**src/common/scg_regs.svh**
```systemverilog
`ifndef SCG_REGS_SVH
`define SCG_REGS_SVH

// register byte offsets
`define SCG_OFF_RIS        8'h00
`define SCG_OFF_MIS        8'h04
`define SCG_OFF_IMC        8'h08
`define SCG_OFF_ICLR       8'h0C
`define SCG_OFF_IEN_SET    8'h10
`define SCG_OFF_IEN_CLR    8'h14
`define SCG_OFF_GPIO_HS    8'h18
`define SCG_OFF_LDO        8'h1C
`define SCG_OFF_GATE_CTL   8'h20
`define SCG_OFF_SLP_EN     8'h24
`define SCG_OFF_DSLP_EN    8'h28
`define SCG_OFF_STATUS_VIEW 8'h2C

// interrupt bit positions
`define SCG_BIT_MOSC       0
`define SCG_BIT_USBPLL     1
`define SCG_BIT_PLL        2
`define SCG_BIT_BOR        3

// gpio port bit positions in the fast-bus select field
`define SCG_PORT_A         0
`define SCG_PORT_B         1
`define SCG_PORT_C         2
`define SCG_PORT_E         4
`define SCG_PORT_F         5
`define SCG_PORT_H         7
`define SCG_GPIO_HS_VALID  8'hB7

// reset values and the regulator code limit
`define SCG_LDO_RESET      4'h0
`define SCG_LDO_MAX        4'hA
`define SCG_PERIPH_RESET   32'hFFFFFFFF

`endif

```
**src/common/scg_pkg.sv**
```systemverilog
package scg_pkg;
    typedef logic [3:0]  scg_irq_t;
    typedef logic [31:0] scg_word_t;
    typedef enum logic [1:0] {
        SCG_RUN,
        SCG_SLEEP,
        SCG_DEEP
    } scg_power_mode_t;
endpackage : scg_pkg

```
**src/rtl/scg_clock_gate.sv**
```systemverilog
`timescale 1ns/100ps
// clock-run decision for one peripheral
module scg_clock_gate
    import scg_pkg::*;
(
    input  wire logic            i_gating_on,
    input  wire scg_power_mode_t i_mode,
    input  wire logic            i_run_en,
    input  wire logic            i_sleep_en,
    input  wire logic            i_deep_en,
    output logic                 o_clk_run
);
    wire sleep_run = i_gating_on ? i_sleep_en : i_run_en;
    wire deep_run  = i_gating_on ? i_deep_en  : i_run_en;
    assign o_clk_run = (i_mode == SCG_SLEEP) ? sleep_run :
                       (i_mode == SCG_DEEP)  ? deep_run  : i_run_en;
endmodule : scg_clock_gate

```
**src/rtl/scg_irq_bit.sv**
```systemverilog
`timescale 1ns/100ps
// one sticky interrupt flag with its enable bit
module scg_irq_bit
(
    input  wire logic i_clk,
    input  wire logic i_reset_n,
    input  wire logic i_event,
    input  wire logic i_clear,
    input  wire logic i_enable_set,
    input  wire logic i_enable_clr,
    output logic      o_raw,
    output logic      o_enable
);
    // set wins over clear
    always_ff @(posedge i_clk or negedge i_reset_n)
    begin
        if (!i_reset_n)
            o_raw <= 1'b0;
        else if (i_event)
            o_raw <= 1'b1;
        else if (i_clear)
            o_raw <= 1'b0;
    end

    // enable changes only on its own request
    always_ff @(posedge i_clk or negedge i_reset_n)
    begin
        if (!i_reset_n)
            o_enable <= 1'b0;
        else if (i_enable_set)
            o_enable <= 1'b1;
        else if (i_enable_clr)
            o_enable <= 1'b0;
    end
endmodule : scg_irq_bit

```
**src/rtl/scg_sysctrl.sv**
```systemverilog
`timescale 1ns/100ps
`include "scg_regs.svh"
// Function
// - a gpio port with fast access off is served on the peripheral bus.
// - a gpio port with fast access on is served on the fast bus window.
// - bus selection exists only for ports a, b, c, e, f and h.
// - four separately flagged interrupt sources share one bit layout.
// - writing a clear mask clears selected pending flags and no others.
// - each source enable can be set or cleared without touching the rest.
// - only enabled pending sources drive the processor interrupt.
// - raw and masked status are both readable.
// - the regulator field is read and write, resets to 2.5 V, 2.25 to 2.75 V.
// - with gating off every peripheral is clocked in sleep as in run.
// - with gating on sleep clocks follow per-peripheral sleep bits.
// - deep-sleep bits are kept while gating is off but have no effect.
// - a stopped peripheral keeps state and resumes on return to run.
module scg_sysctrl
    import scg_pkg::*;
(
    input  wire logic            i_clk,
    input  wire logic            i_reset_n,
    input  wire logic [7:0]      i_addr,
    input  wire logic [31:0]     i_wdata,
    input  wire logic            i_write,
    input  wire logic            i_read,
    output logic      [31:0]     o_rdata,
    input  wire logic            i_main_osc_powerup_irq,
    input  wire logic            i_usb_pll_locked_irq,
    input  wire logic            i_pll_locked_irq,
    input  wire logic            i_brownout_irq,
    output logic                 o_irq,
    input  wire scg_power_mode_t i_power_mode,
    input  wire logic [31:0]     i_periph_run_en,
    output logic      [31:0]     o_periph_clk_run,
    output logic      [7:0]      o_gpio_fast_sel,
    input  wire logic [7:0]      i_gpio_access,
    output logic      [7:0]      o_gpio_fast_access,
    output logic      [7:0]      o_gpio_slow_access,
    output logic      [3:0]      o_ldo_setting
);
    // address decode
    wire sel_ris    = (i_addr == `SCG_OFF_RIS);
    wire sel_mis    = (i_addr == `SCG_OFF_MIS);
    wire sel_imc    = (i_addr == `SCG_OFF_IMC);
    wire sel_iclr   = (i_addr == `SCG_OFF_ICLR);
    wire sel_ien_s  = (i_addr == `SCG_OFF_IEN_SET);
    wire sel_ien_c  = (i_addr == `SCG_OFF_IEN_CLR);
    wire sel_gpio   = (i_addr == `SCG_OFF_GPIO_HS);
    wire sel_ldo    = (i_addr == `SCG_OFF_LDO);
    wire sel_gate   = (i_addr == `SCG_OFF_GATE_CTL);
    wire sel_slp    = (i_addr == `SCG_OFF_SLP_EN);
    wire sel_dslp   = (i_addr == `SCG_OFF_DSLP_EN);
    wire sel_view   = (i_addr == `SCG_OFF_STATUS_VIEW);

    scg_irq_t irq_event;
    scg_irq_t irq_raw;
    scg_irq_t irq_en;
    scg_irq_t irq_masked;
    scg_irq_t clr_mask;
    scg_irq_t en_set_mask;
    scg_irq_t en_clr_mask;
    logic     prev_mosc;
    logic     prev_usb;
    logic     prev_pll;
    logic     prev_bor;

    // rising edges of the source levels are the events
    always_ff @(posedge i_clk or negedge i_reset_n)
    begin
        if (!i_reset_n)
        begin
            prev_mosc <= 1'b0;
            prev_usb  <= 1'b0;
            prev_pll  <= 1'b0;
            prev_bor  <= 1'b0;
        end
        else
        begin
            prev_mosc <= i_main_osc_powerup_irq;
            prev_usb  <= i_usb_pll_locked_irq;
            prev_pll  <= i_pll_locked_irq;
            prev_bor  <= i_brownout_irq;
        end
    end

    // four sources, one bit each in a shared layout
    assign irq_event[`SCG_BIT_MOSC]   = i_main_osc_powerup_irq & ~prev_mosc;
    assign irq_event[`SCG_BIT_USBPLL] = i_usb_pll_locked_irq & ~prev_usb;
    assign irq_event[`SCG_BIT_PLL]    = i_pll_locked_irq & ~prev_pll;
    assign irq_event[`SCG_BIT_BOR]    = i_brownout_irq & ~prev_bor;

    // write-one masks for clear and enable set/clear
    wire clr_write     = i_write && (sel_iclr || sel_ris || sel_mis);
    assign clr_mask    = clr_write ? i_wdata[3:0] : 4'h0;
    assign en_set_mask = (i_write && sel_ien_s) ? i_wdata[3:0] : 4'h0;
    assign en_clr_mask = (i_write && sel_ien_c) ? i_wdata[3:0] : 4'h0;
    wire imc_write     = i_write && sel_imc;

    // sticky flags and enables
    genvar g;
    generate
        for (g = 0; g < 4; g++)
        begin : g_irq
            scg_irq_bit u_bit
            (
                .i_clk        (i_clk),
                .i_reset_n    (i_reset_n),
                .i_event      (irq_event[g]),
                .i_clear      (clr_mask[g]),
                .i_enable_set (en_set_mask[g] | (imc_write & i_wdata[g])),
                .i_enable_clr (en_clr_mask[g] | (imc_write & ~i_wdata[g])),
                .o_raw        (irq_raw[g]),
                .o_enable     (irq_en[g])
            );
        end
    endgenerate

    // masked view and interrupt output
    assign irq_masked = irq_raw & irq_en;
    assign o_irq      = |irq_masked;

    // fast-bus selection, only defined ports may be set
    always_ff @(posedge i_clk or negedge i_reset_n)
    begin
        if (!i_reset_n)
            o_gpio_fast_sel <= 8'h00;
        else if (i_write && sel_gpio)
            o_gpio_fast_sel <= i_wdata[7:0] & `SCG_GPIO_HS_VALID;
    end

    // route each port's access to one bus window
    assign o_gpio_fast_access = i_gpio_access & o_gpio_fast_sel;
    assign o_gpio_slow_access = i_gpio_access & ~o_gpio_fast_sel;

    // regulator setting, out-of-range codes ignored
    always_ff @(posedge i_clk or negedge i_reset_n)
    begin
        if (!i_reset_n)
            o_ldo_setting <= `SCG_LDO_RESET;
        else if (i_write && sel_ldo && (i_wdata[3:0] <= `SCG_LDO_MAX))
            o_ldo_setting <= i_wdata[3:0];
    end

    // gating control and per-peripheral sleep configuration
    logic        gating_on;
    logic [31:0] sleep_en;
    logic [31:0] deep_en;
    logic        view_masked;
    always_ff @(posedge i_clk or negedge i_reset_n)
    begin
        if (!i_reset_n)
        begin
            gating_on   <= 1'b0;
            sleep_en    <= `SCG_PERIPH_RESET;
            deep_en     <= `SCG_PERIPH_RESET;
            view_masked <= 1'b0;
        end
        else
        begin
            if (i_write && sel_gate)
                gating_on <= i_wdata[0];
            if (i_write && sel_slp)
                sleep_en <= i_wdata;
            if (i_write && sel_dslp)
                deep_en <= i_wdata;
            if (i_write && sel_view)
                view_masked <= i_wdata[0];
        end
    end

    // per-peripheral clock decisions; gated clocks keep state in the peripheral
    generate
        for (g = 0; g < 32; g++)
        begin : g_gate
            scg_clock_gate u_gate
            (
                .i_gating_on (gating_on),
                .i_mode      (i_power_mode),
                .i_run_en    (i_periph_run_en[g]),
                .i_sleep_en  (sleep_en[g]),
                .i_deep_en   (deep_en[g]),
                .o_clk_run   (o_periph_clk_run[g])
            );
        end
    endgenerate

    // read mux
    scg_word_t rd_mux;
    wire [3:0] view_sel = view_masked ? irq_masked : irq_raw;
    assign rd_mux = sel_ris  ? {28'h0000000, irq_raw} :
                    sel_mis  ? {28'h0000000, irq_masked} :
                    sel_imc  ? {28'h0000000, irq_en} :
                    sel_ien_s ? {28'h0000000, irq_en} :
                    sel_gpio ? {24'h000000, o_gpio_fast_sel} :
                    sel_ldo  ? {28'h0000000, o_ldo_setting} :
                    sel_gate ? {31'h00000000, gating_on} :
                    sel_slp  ? sleep_en :
                    sel_dslp ? deep_en :
                    sel_view ? {27'h0000000, view_sel, view_masked} :
                    32'h00000000;

    // read data one cycle after the strobe, zero otherwise
    always_ff @(posedge i_clk or negedge i_reset_n)
    begin
        if (!i_reset_n)
            o_rdata <= 32'h00000000;
        else if (i_read)
            o_rdata <= rd_mux;
        else
            o_rdata <= 32'h00000000;
    end
endmodule : scg_sysctrl

```
**config.mk**
```make
export PLATFORM = sky130hd
export DESIGN_NAME = scg_sysctrl
export DESIGN_NICKNAME = d
export VERILOG_FILES = /design/src/common/scg_pkg.sv /design/src/rtl/scg_clock_gate.sv /design/src/rtl/scg_irq_bit.sv /design/src/rtl/scg_sysctrl.sv
export VERILOG_INCLUDE_DIRS = /design/src /design/src/common
export SDC_FILE = /design/constraint.sdc
export NUM_CORES = 1
export LEC_CHECK = 0
export ABC_AREA = 1
export BUFFER_PORTS_ARGS = -buffer_cell sky130_fd_sc_hd__clkbuf_2
export CORE_MARGIN = 1
export CORE_UTILIZATION = 30
export CTS_BUF_LIST = sky130_fd_sc_hd__clkbuf_8
export CTS_CLUSTER_DIAMETER = 50
export DETAILED_ROUTE_END_ITERATION = 12
export GPL_ROUTABILITY_DRIVEN = 0
export PLACE_DENSITY = 0.55
export RECOVER_POWER = 100
export SLEW_MARGIN = 20
export SYNTH_ARGS = -nofsm -noshare
export SYNTH_HDL_FRONTEND = slang
export SYNTH_HIERARCHICAL = 1
export SYNTH_SLANG_ARGS = --single-unit
```
**constraint.sdc**
```tcl
create_clock -name i_clk -period 3.3 [get_ports i_clk]
set_clock_uncertainty 0.05 [all_clocks]
set_input_delay 0.66 -clock i_clk [delete_from_list [all_inputs] [get_ports i_clk]]
set_output_delay 0.66 -clock i_clk [all_outputs]
set_load 0.1 [all_outputs]
```
After elaboration in Yosys (flattened, before gate mapping)
Index checks and enable logic that the tools add are counted.

word-level totals
  bits of input ports = 90
  logic and storage cells = 247
  register bits after elaboration = 120
  output and inout bits = 93

operators by class
  $lt $le $gt $ge = 1
  bitwise operators = 32
  reduce and logical (&&, ||, !) cells = 23
  multiplexer cells = 159
  equal/unequal tests = 13

operator list
  operator                                        count
  2-to-1 mux 32 bit                               10
  2-to-1 mux 1 bit                                144
  == test 8 x 5 -> 1 bit (second input constant)  4
  == test 8 x 6 -> 1 bit (second input constant)  4
  bitwise AND 8 bit                               2
  == test 8 x 4 -> 1 bit (second input constant)  2
  2-to-1 mux 4 bit                                4
  nonzero test 2 bit                              8
  bitwise AND 1 bit                               12
  logical AND 1 bit                               11
  == test 8 x 3 -> 1 bit (second input constant)  1
  zero test 8 bit                                 1
  inverter 1 bit                                  8
  inverter 8 bit                                  1
  bitwise OR 1 bit                                8
  2-to-1 mux 5 bit                                1
  bitwise AND 4 bit                               1
  <= comparator 4 bit (second input constant)     1
  OR reduction 4 bit                              1
  == test 2 x 1 -> 1 bit (second input constant)  1
  == test 2 bit (second input constant)           1
  logical OR 1 bit                                2

Depth between registers and ports, before layout
  depth after elaboration = 13
  depth in mapped cells = 14

Modules after synthesis
Netlist, hierarchy kept.

modules (own cells, without submodules)
  module          area an instance (um^2)  seq. area each (um^2)  cells an instance  times used
  scg_sysctrl     5240.0                   2882.8                 596                1
  scg_clock_gate  60.1                     0.0                    14                 32
  scg_irq_bit     80.1                     50.0                   10                 4

Least setup slack after synthesis
OpenSTA, ideal clock, no wires.

  path type = flip-flop to output port
  from = register gating_on
  to = output port o_periph_clk_run[0]
  cell stages (with the launch flop) = 5
  data arrival time = 3238 ps
  required time = 2590 ps
  path slack = -648 ps
  path buffers = 0
  cells stage by stage = dfrtp_1 > inv_1 > nand2_1 > nand3_1 > nand3_1

between the ends
  word-level cells in the longest chain between the ends = 3
  elaborated cells between the ends (all ways) = 4

RTL lines
  what                    line                  source
  start, declared         scg_sysctrl.sv:145    logic gating_on;
  start signal, assigned  scg_sysctrl.sv:161    gating_on <= i_wdata[0];
  2-to-1 mux 1 bit        scg_clock_gate.sv:14  wire deep_run = i_gating_on ? i_deep_en : i_run_en;
  2-to-1 mux 1 bit        scg_clock_gate.sv:16  (i_mode == SCG_DEEP) ? deep_run : i_run_en;
  2-to-1 mux 1 bit *      scg_clock_gate.sv:15  assign o_clk_run = (i_mode == SCG_SLEEP) ? sleep_run :
  end, declared           scg_sysctrl.sv:34     output logic [31:0] o_periph_clk_run,

Every way passes the cells marked *; elsewhere a longest branch is shown, timed or not.

Worst setup path after layout
  from = input port i_power_mode[1]
  to = output port o_periph_clk_run[29]

between the ends
  word-level cells in the longest chain between the ends = 3
  elaborated cells between the ends (all ways) = 4

RTL lines
  what                line                  source
  start, declared     scg_sysctrl.sv:32     input wire scg_power_mode_t i_power_mode,
  == test 2 bit       scg_clock_gate.sv:16
  2-to-1 mux 1 bit    scg_clock_gate.sv:16
  2-to-1 mux 1 bit *  scg_clock_gate.sv:15

Marked as above.

==> flow_summary_export.csv <==
group,metric,value,unit
global_route,grt_overflow,0,
route,via_count,7288,
setup_path,worstPathArrival,2.23,ns
sta,slew-limit-headroom,-0.0897,
cts,htreeDepth,4,
power_and_ir_drop,fin_total_pwr,3.90,mW
power_and_ir_drop,power.density,420,nW/um^2
yosys,synth-seq-cells,120,
die,io_pins,183,
setup_path,max_stage_delay,0.51,ns
power_and_ir_drop,comb_power_share,0.260,
cells_and_area,final_common_cell,"nand2_1",
placement,postPlaceCellArea,9230,sq um
cts,cts.clk_slew.worst_paths,0.07,ns
placement,io_buffers,174,
route,wire_per_inst,13.0,um
sta,setup_violations,0,
cells_and_area,final_cell_mix,"278 x nand2_1, 251 x inv_1, 140 x nand3_1",
yosys,syn_area,7480,sq um
route,routed_via_density,4.56,
power_and_ir_drop,power.share.sequential,0.413,
setup_path,crit_path_end_kind,"primary output",
setup_path,path_class,"input pin to primary output",
setup_path,critPathSlowestCell,"clkbuf_2",
yosys,synthMuxAreaShare,0,
global_route,grt_max_degree,79,
cells_and_area,final_area,9280,sq um
cts,cts-root-buf,"clkbuf_8",
route,wirelength,20.8,mm
cts,clk_latency,0.43,ns
power_and_ir_drop,switchingPower,1.42,mW
yosys,synthSimpleGateAreaFrac,0.331,
cells_and_area,drive_above_1_share,0.189,
cells_and_area,postLayoutCoreUtil,0.381,
setup_path,start_kind,"input pin",
sta,drv_slew,29,
power_and_ir_drop,p_sw_frac,0.365,
cts,cts-buffers-inserted,17,
die,start_util,0.307,
sta,fmax,341,MHz
cts,cts_sinks,120,
route,drt_first_pass_iters,5,
cts,tritoncts,"yes",
sta,rsz0062_at_grt,"false",
sta,hold_viol_final,0,
sta,fin_ws,0.364,ns
setup_path,crit_required,2.59,ns
die,die_x,160,um
outcome,status,"finished with violations",
yosys,syn-instance-count,1084,
yosys,syn_avg_cell_area,6.90,sq um
setup_path,path_buf_inv,4,
die,core-area,24400,sq um
route,drc,0,
die,die_h,160,um
cts,cts_resized,0,
power_and_ir_drop,power_frac_clock,0.327,
global_route,grt.total_usage,0.169,
run,maxCapViolations,1,
cells_and_area,antennaDiodeCount,0,
sta,fin_crit,2.94,ns
placement,pre_cts_slack,0.677,ns
cells_and_area,syn2layout_area_growth,24.1,%
yosys,yosysSeqAreaShare,0.412,
setup_path,worst-path-max-fanout,51,
cells_and_area,layout.nets,1352,
setup_path,cp_top_family,"buffers and inverters",
die,die_area,25600,sq um
hold_path,min_path_type,"input pin to flop",
yosys,yosys_warnings,6,
route,ant_nets,0,
yosys,yosys.area_share.xor_xnor,0,
cts,cts.path.max_buffers,2,
placement,dpl.hpwl,15.1,mm
sta,finalCritPeriodShare,0.890,
global_route,grt_pass1_vias,7095,
outcome,violations,"max-capacitance violations, max-slew violations",
global_route,grt_pass1_wl,35.0,mm
cts,post_cts_buffers,0,
yosys,synth-compound-area-share,0.107,
sta,tightest_slew,1.63,ns
power_and_ir_drop,ir_drop,0.000268,V
yosys,synthAdderAreaFrac,0,
setup_path,crit_chain,"clkbuf_2 > buf_12 > inv_1 > nand2_1 > nand3_1 > nand3_1 > clkbuf_2",
sta,fin_setup_tns,0,ns
route,drtIter0Drc,411,
cts,cts_hold_buf,0,
die,rows,57,
yosys,synthDistinctLibCells,33,
yosys,synth_top_family_by_area,"simple AND/OR/NAND/NOR gates",
global_route,antenna_found_initial,0,
power_and_ir_drop,power.internal,2.48,mW
power_and_ir_drop,p_leak,4.49,nW
## final timing paths
kind,startpoint,endpoint,slack [ns],cells past startpoint
setup / recovery,i_power_mode[1],o_periph_clk_run[29],0.36,7
hold / removal,i_main_osc_powerup_irq,prev_mosc,0.30,1
setup reg to reg,view_masked,o_rdata[1],1.74,8
hold reg to reg,prev_mosc,g_irq[0].u_bit/o_raw,0.42,3
max in group asynchronous,i_reset_n,o_rdata[6],1.08,2
min in group asynchronous,i_reset_n,o_rdata[30],0.59,1
## worst register-to-register path, stage by stage (launching register included)
cell and delay (ns):
dfrtp_1 0.38, inv_1 0.10, o21a_1 0.20, nand2_1 0.08, nand3_1 0.06, o21ai_0 0.31
nand2_1 0.11, nand2_1 0.10, a21oi_2 0.05
## registers in the layout (all words and copies together) (netlist names)
| register | flops |
|---|---|
| deep_en | 32 |
| o_rdata | 32 |
| sleep_en | 32 |
| o_gpio_fast_sel | 6 |
| g_irq.u_bit/o_enable | 4 |
| g_irq.u_bit/o_raw | 4 |
| o_ldo_setting | 4 |
| gating_on | 1 |
| prev_bor | 1 |
| prev_mosc | 1 |
| prev_pll | 1 |
| prev_usb | 1 |
| view_masked | 1 |
## power by group through the flow
stage	Clock [mW]	Combinational (mW)	Sequential, mW
3_5_place_dp	0	1.07	1.64
3_3_place_gp	0	1.06	1.63
4_1_cts	1.33	1.08	1.61
5_1_grt	1.39	1.10	1.62
2_1_floorplan	0	0.623	1.71
6_report	1.27	1.01	1.61
## metal layers
metal,vias up,global-route usage,part of all wire
met5,-,0,0
met1,3349,0.221,0.47
met4,0,0.0511,0.017
met3,20,0.0377,0.052
met2,191,0.278,0.46
li1,3728,-,-
## stage by stage
step | std cells | hold slack [ns]
final | 1599 | 0.296
after detailed placement | 1567 | 0.419
after floorplan | 1087 | 0.314
after global placement | 1567 | 0.414
after CTS | 1599 | 0.0748
after global routing | 1599 | 0.258
## area by class of cell
class	count	area (sq um)
Tap cell	324	405
Fill cell	2675	15100
Timing Repair Buffer	185	1280
Sequential cell	120	3090
Clock buffer	17	234
Inverter	248	931
Multi-Input combinational cell	690	3210
Clock inverter	15	140
## cell families after synthesis
group                  Yosys count
and+or+nand+nor                549
AOI/OAI and AO/OA              137
other                            1
buffers and inverters          277
DFF                            120
## synth_stat cells
cell type | n | area share
nand2_1 | 278 | 0.14
inv_1 | 246 | 0.12
nand3_1 | 138 | 0.092
nor2_1 | 75 | 0.038
dfstp_2 | 64 | 0.22
dfrtp_1 | 56 | 0.19
o21ai_0 | 45 | 0.030
o21ai_1 | 37 | 0.025
nand4_1 | 35 | 0.029
a21oi_1 | 32 | 0.021
buf_2 | 12 | 0.0080
a211oi_2 | 10 | 0.017
buf_4 | 7 | 0.0070
clkbuf_1 | 6 | 0.0030
nor2_2 | 6 | 0.0050
nor2_4 | 6 | 0.0090
nand3_2 | 4 | 0.0054
a31oi_1 | 3 | 0.0025
nand2_4 | 3 | 0.0045
o21a_1 | 3 | 0.0030
a211oi_1 | 2 | 0.0020
buf_6 | 2 | 0.0030
buf_8 | 2 | 0.0040
inv_2 | 2 | 0.0010
o211ai_1 | 2 | 0.0020
a21oi_2 | 1 | 0.0012
conb_1 | 1 | 0.00050
nand3_4 | 1 | 0.0023
nand4_2 | 1 | 0.0017
nor2_8 | 1 | 0.0027
nor3_4 | 1 | 0.0022
o21ai_2 | 1 | 0.0012
o22ai_2 | 1 | 0.0017
No activity file was read; power rests on OpenSTA's default activity.
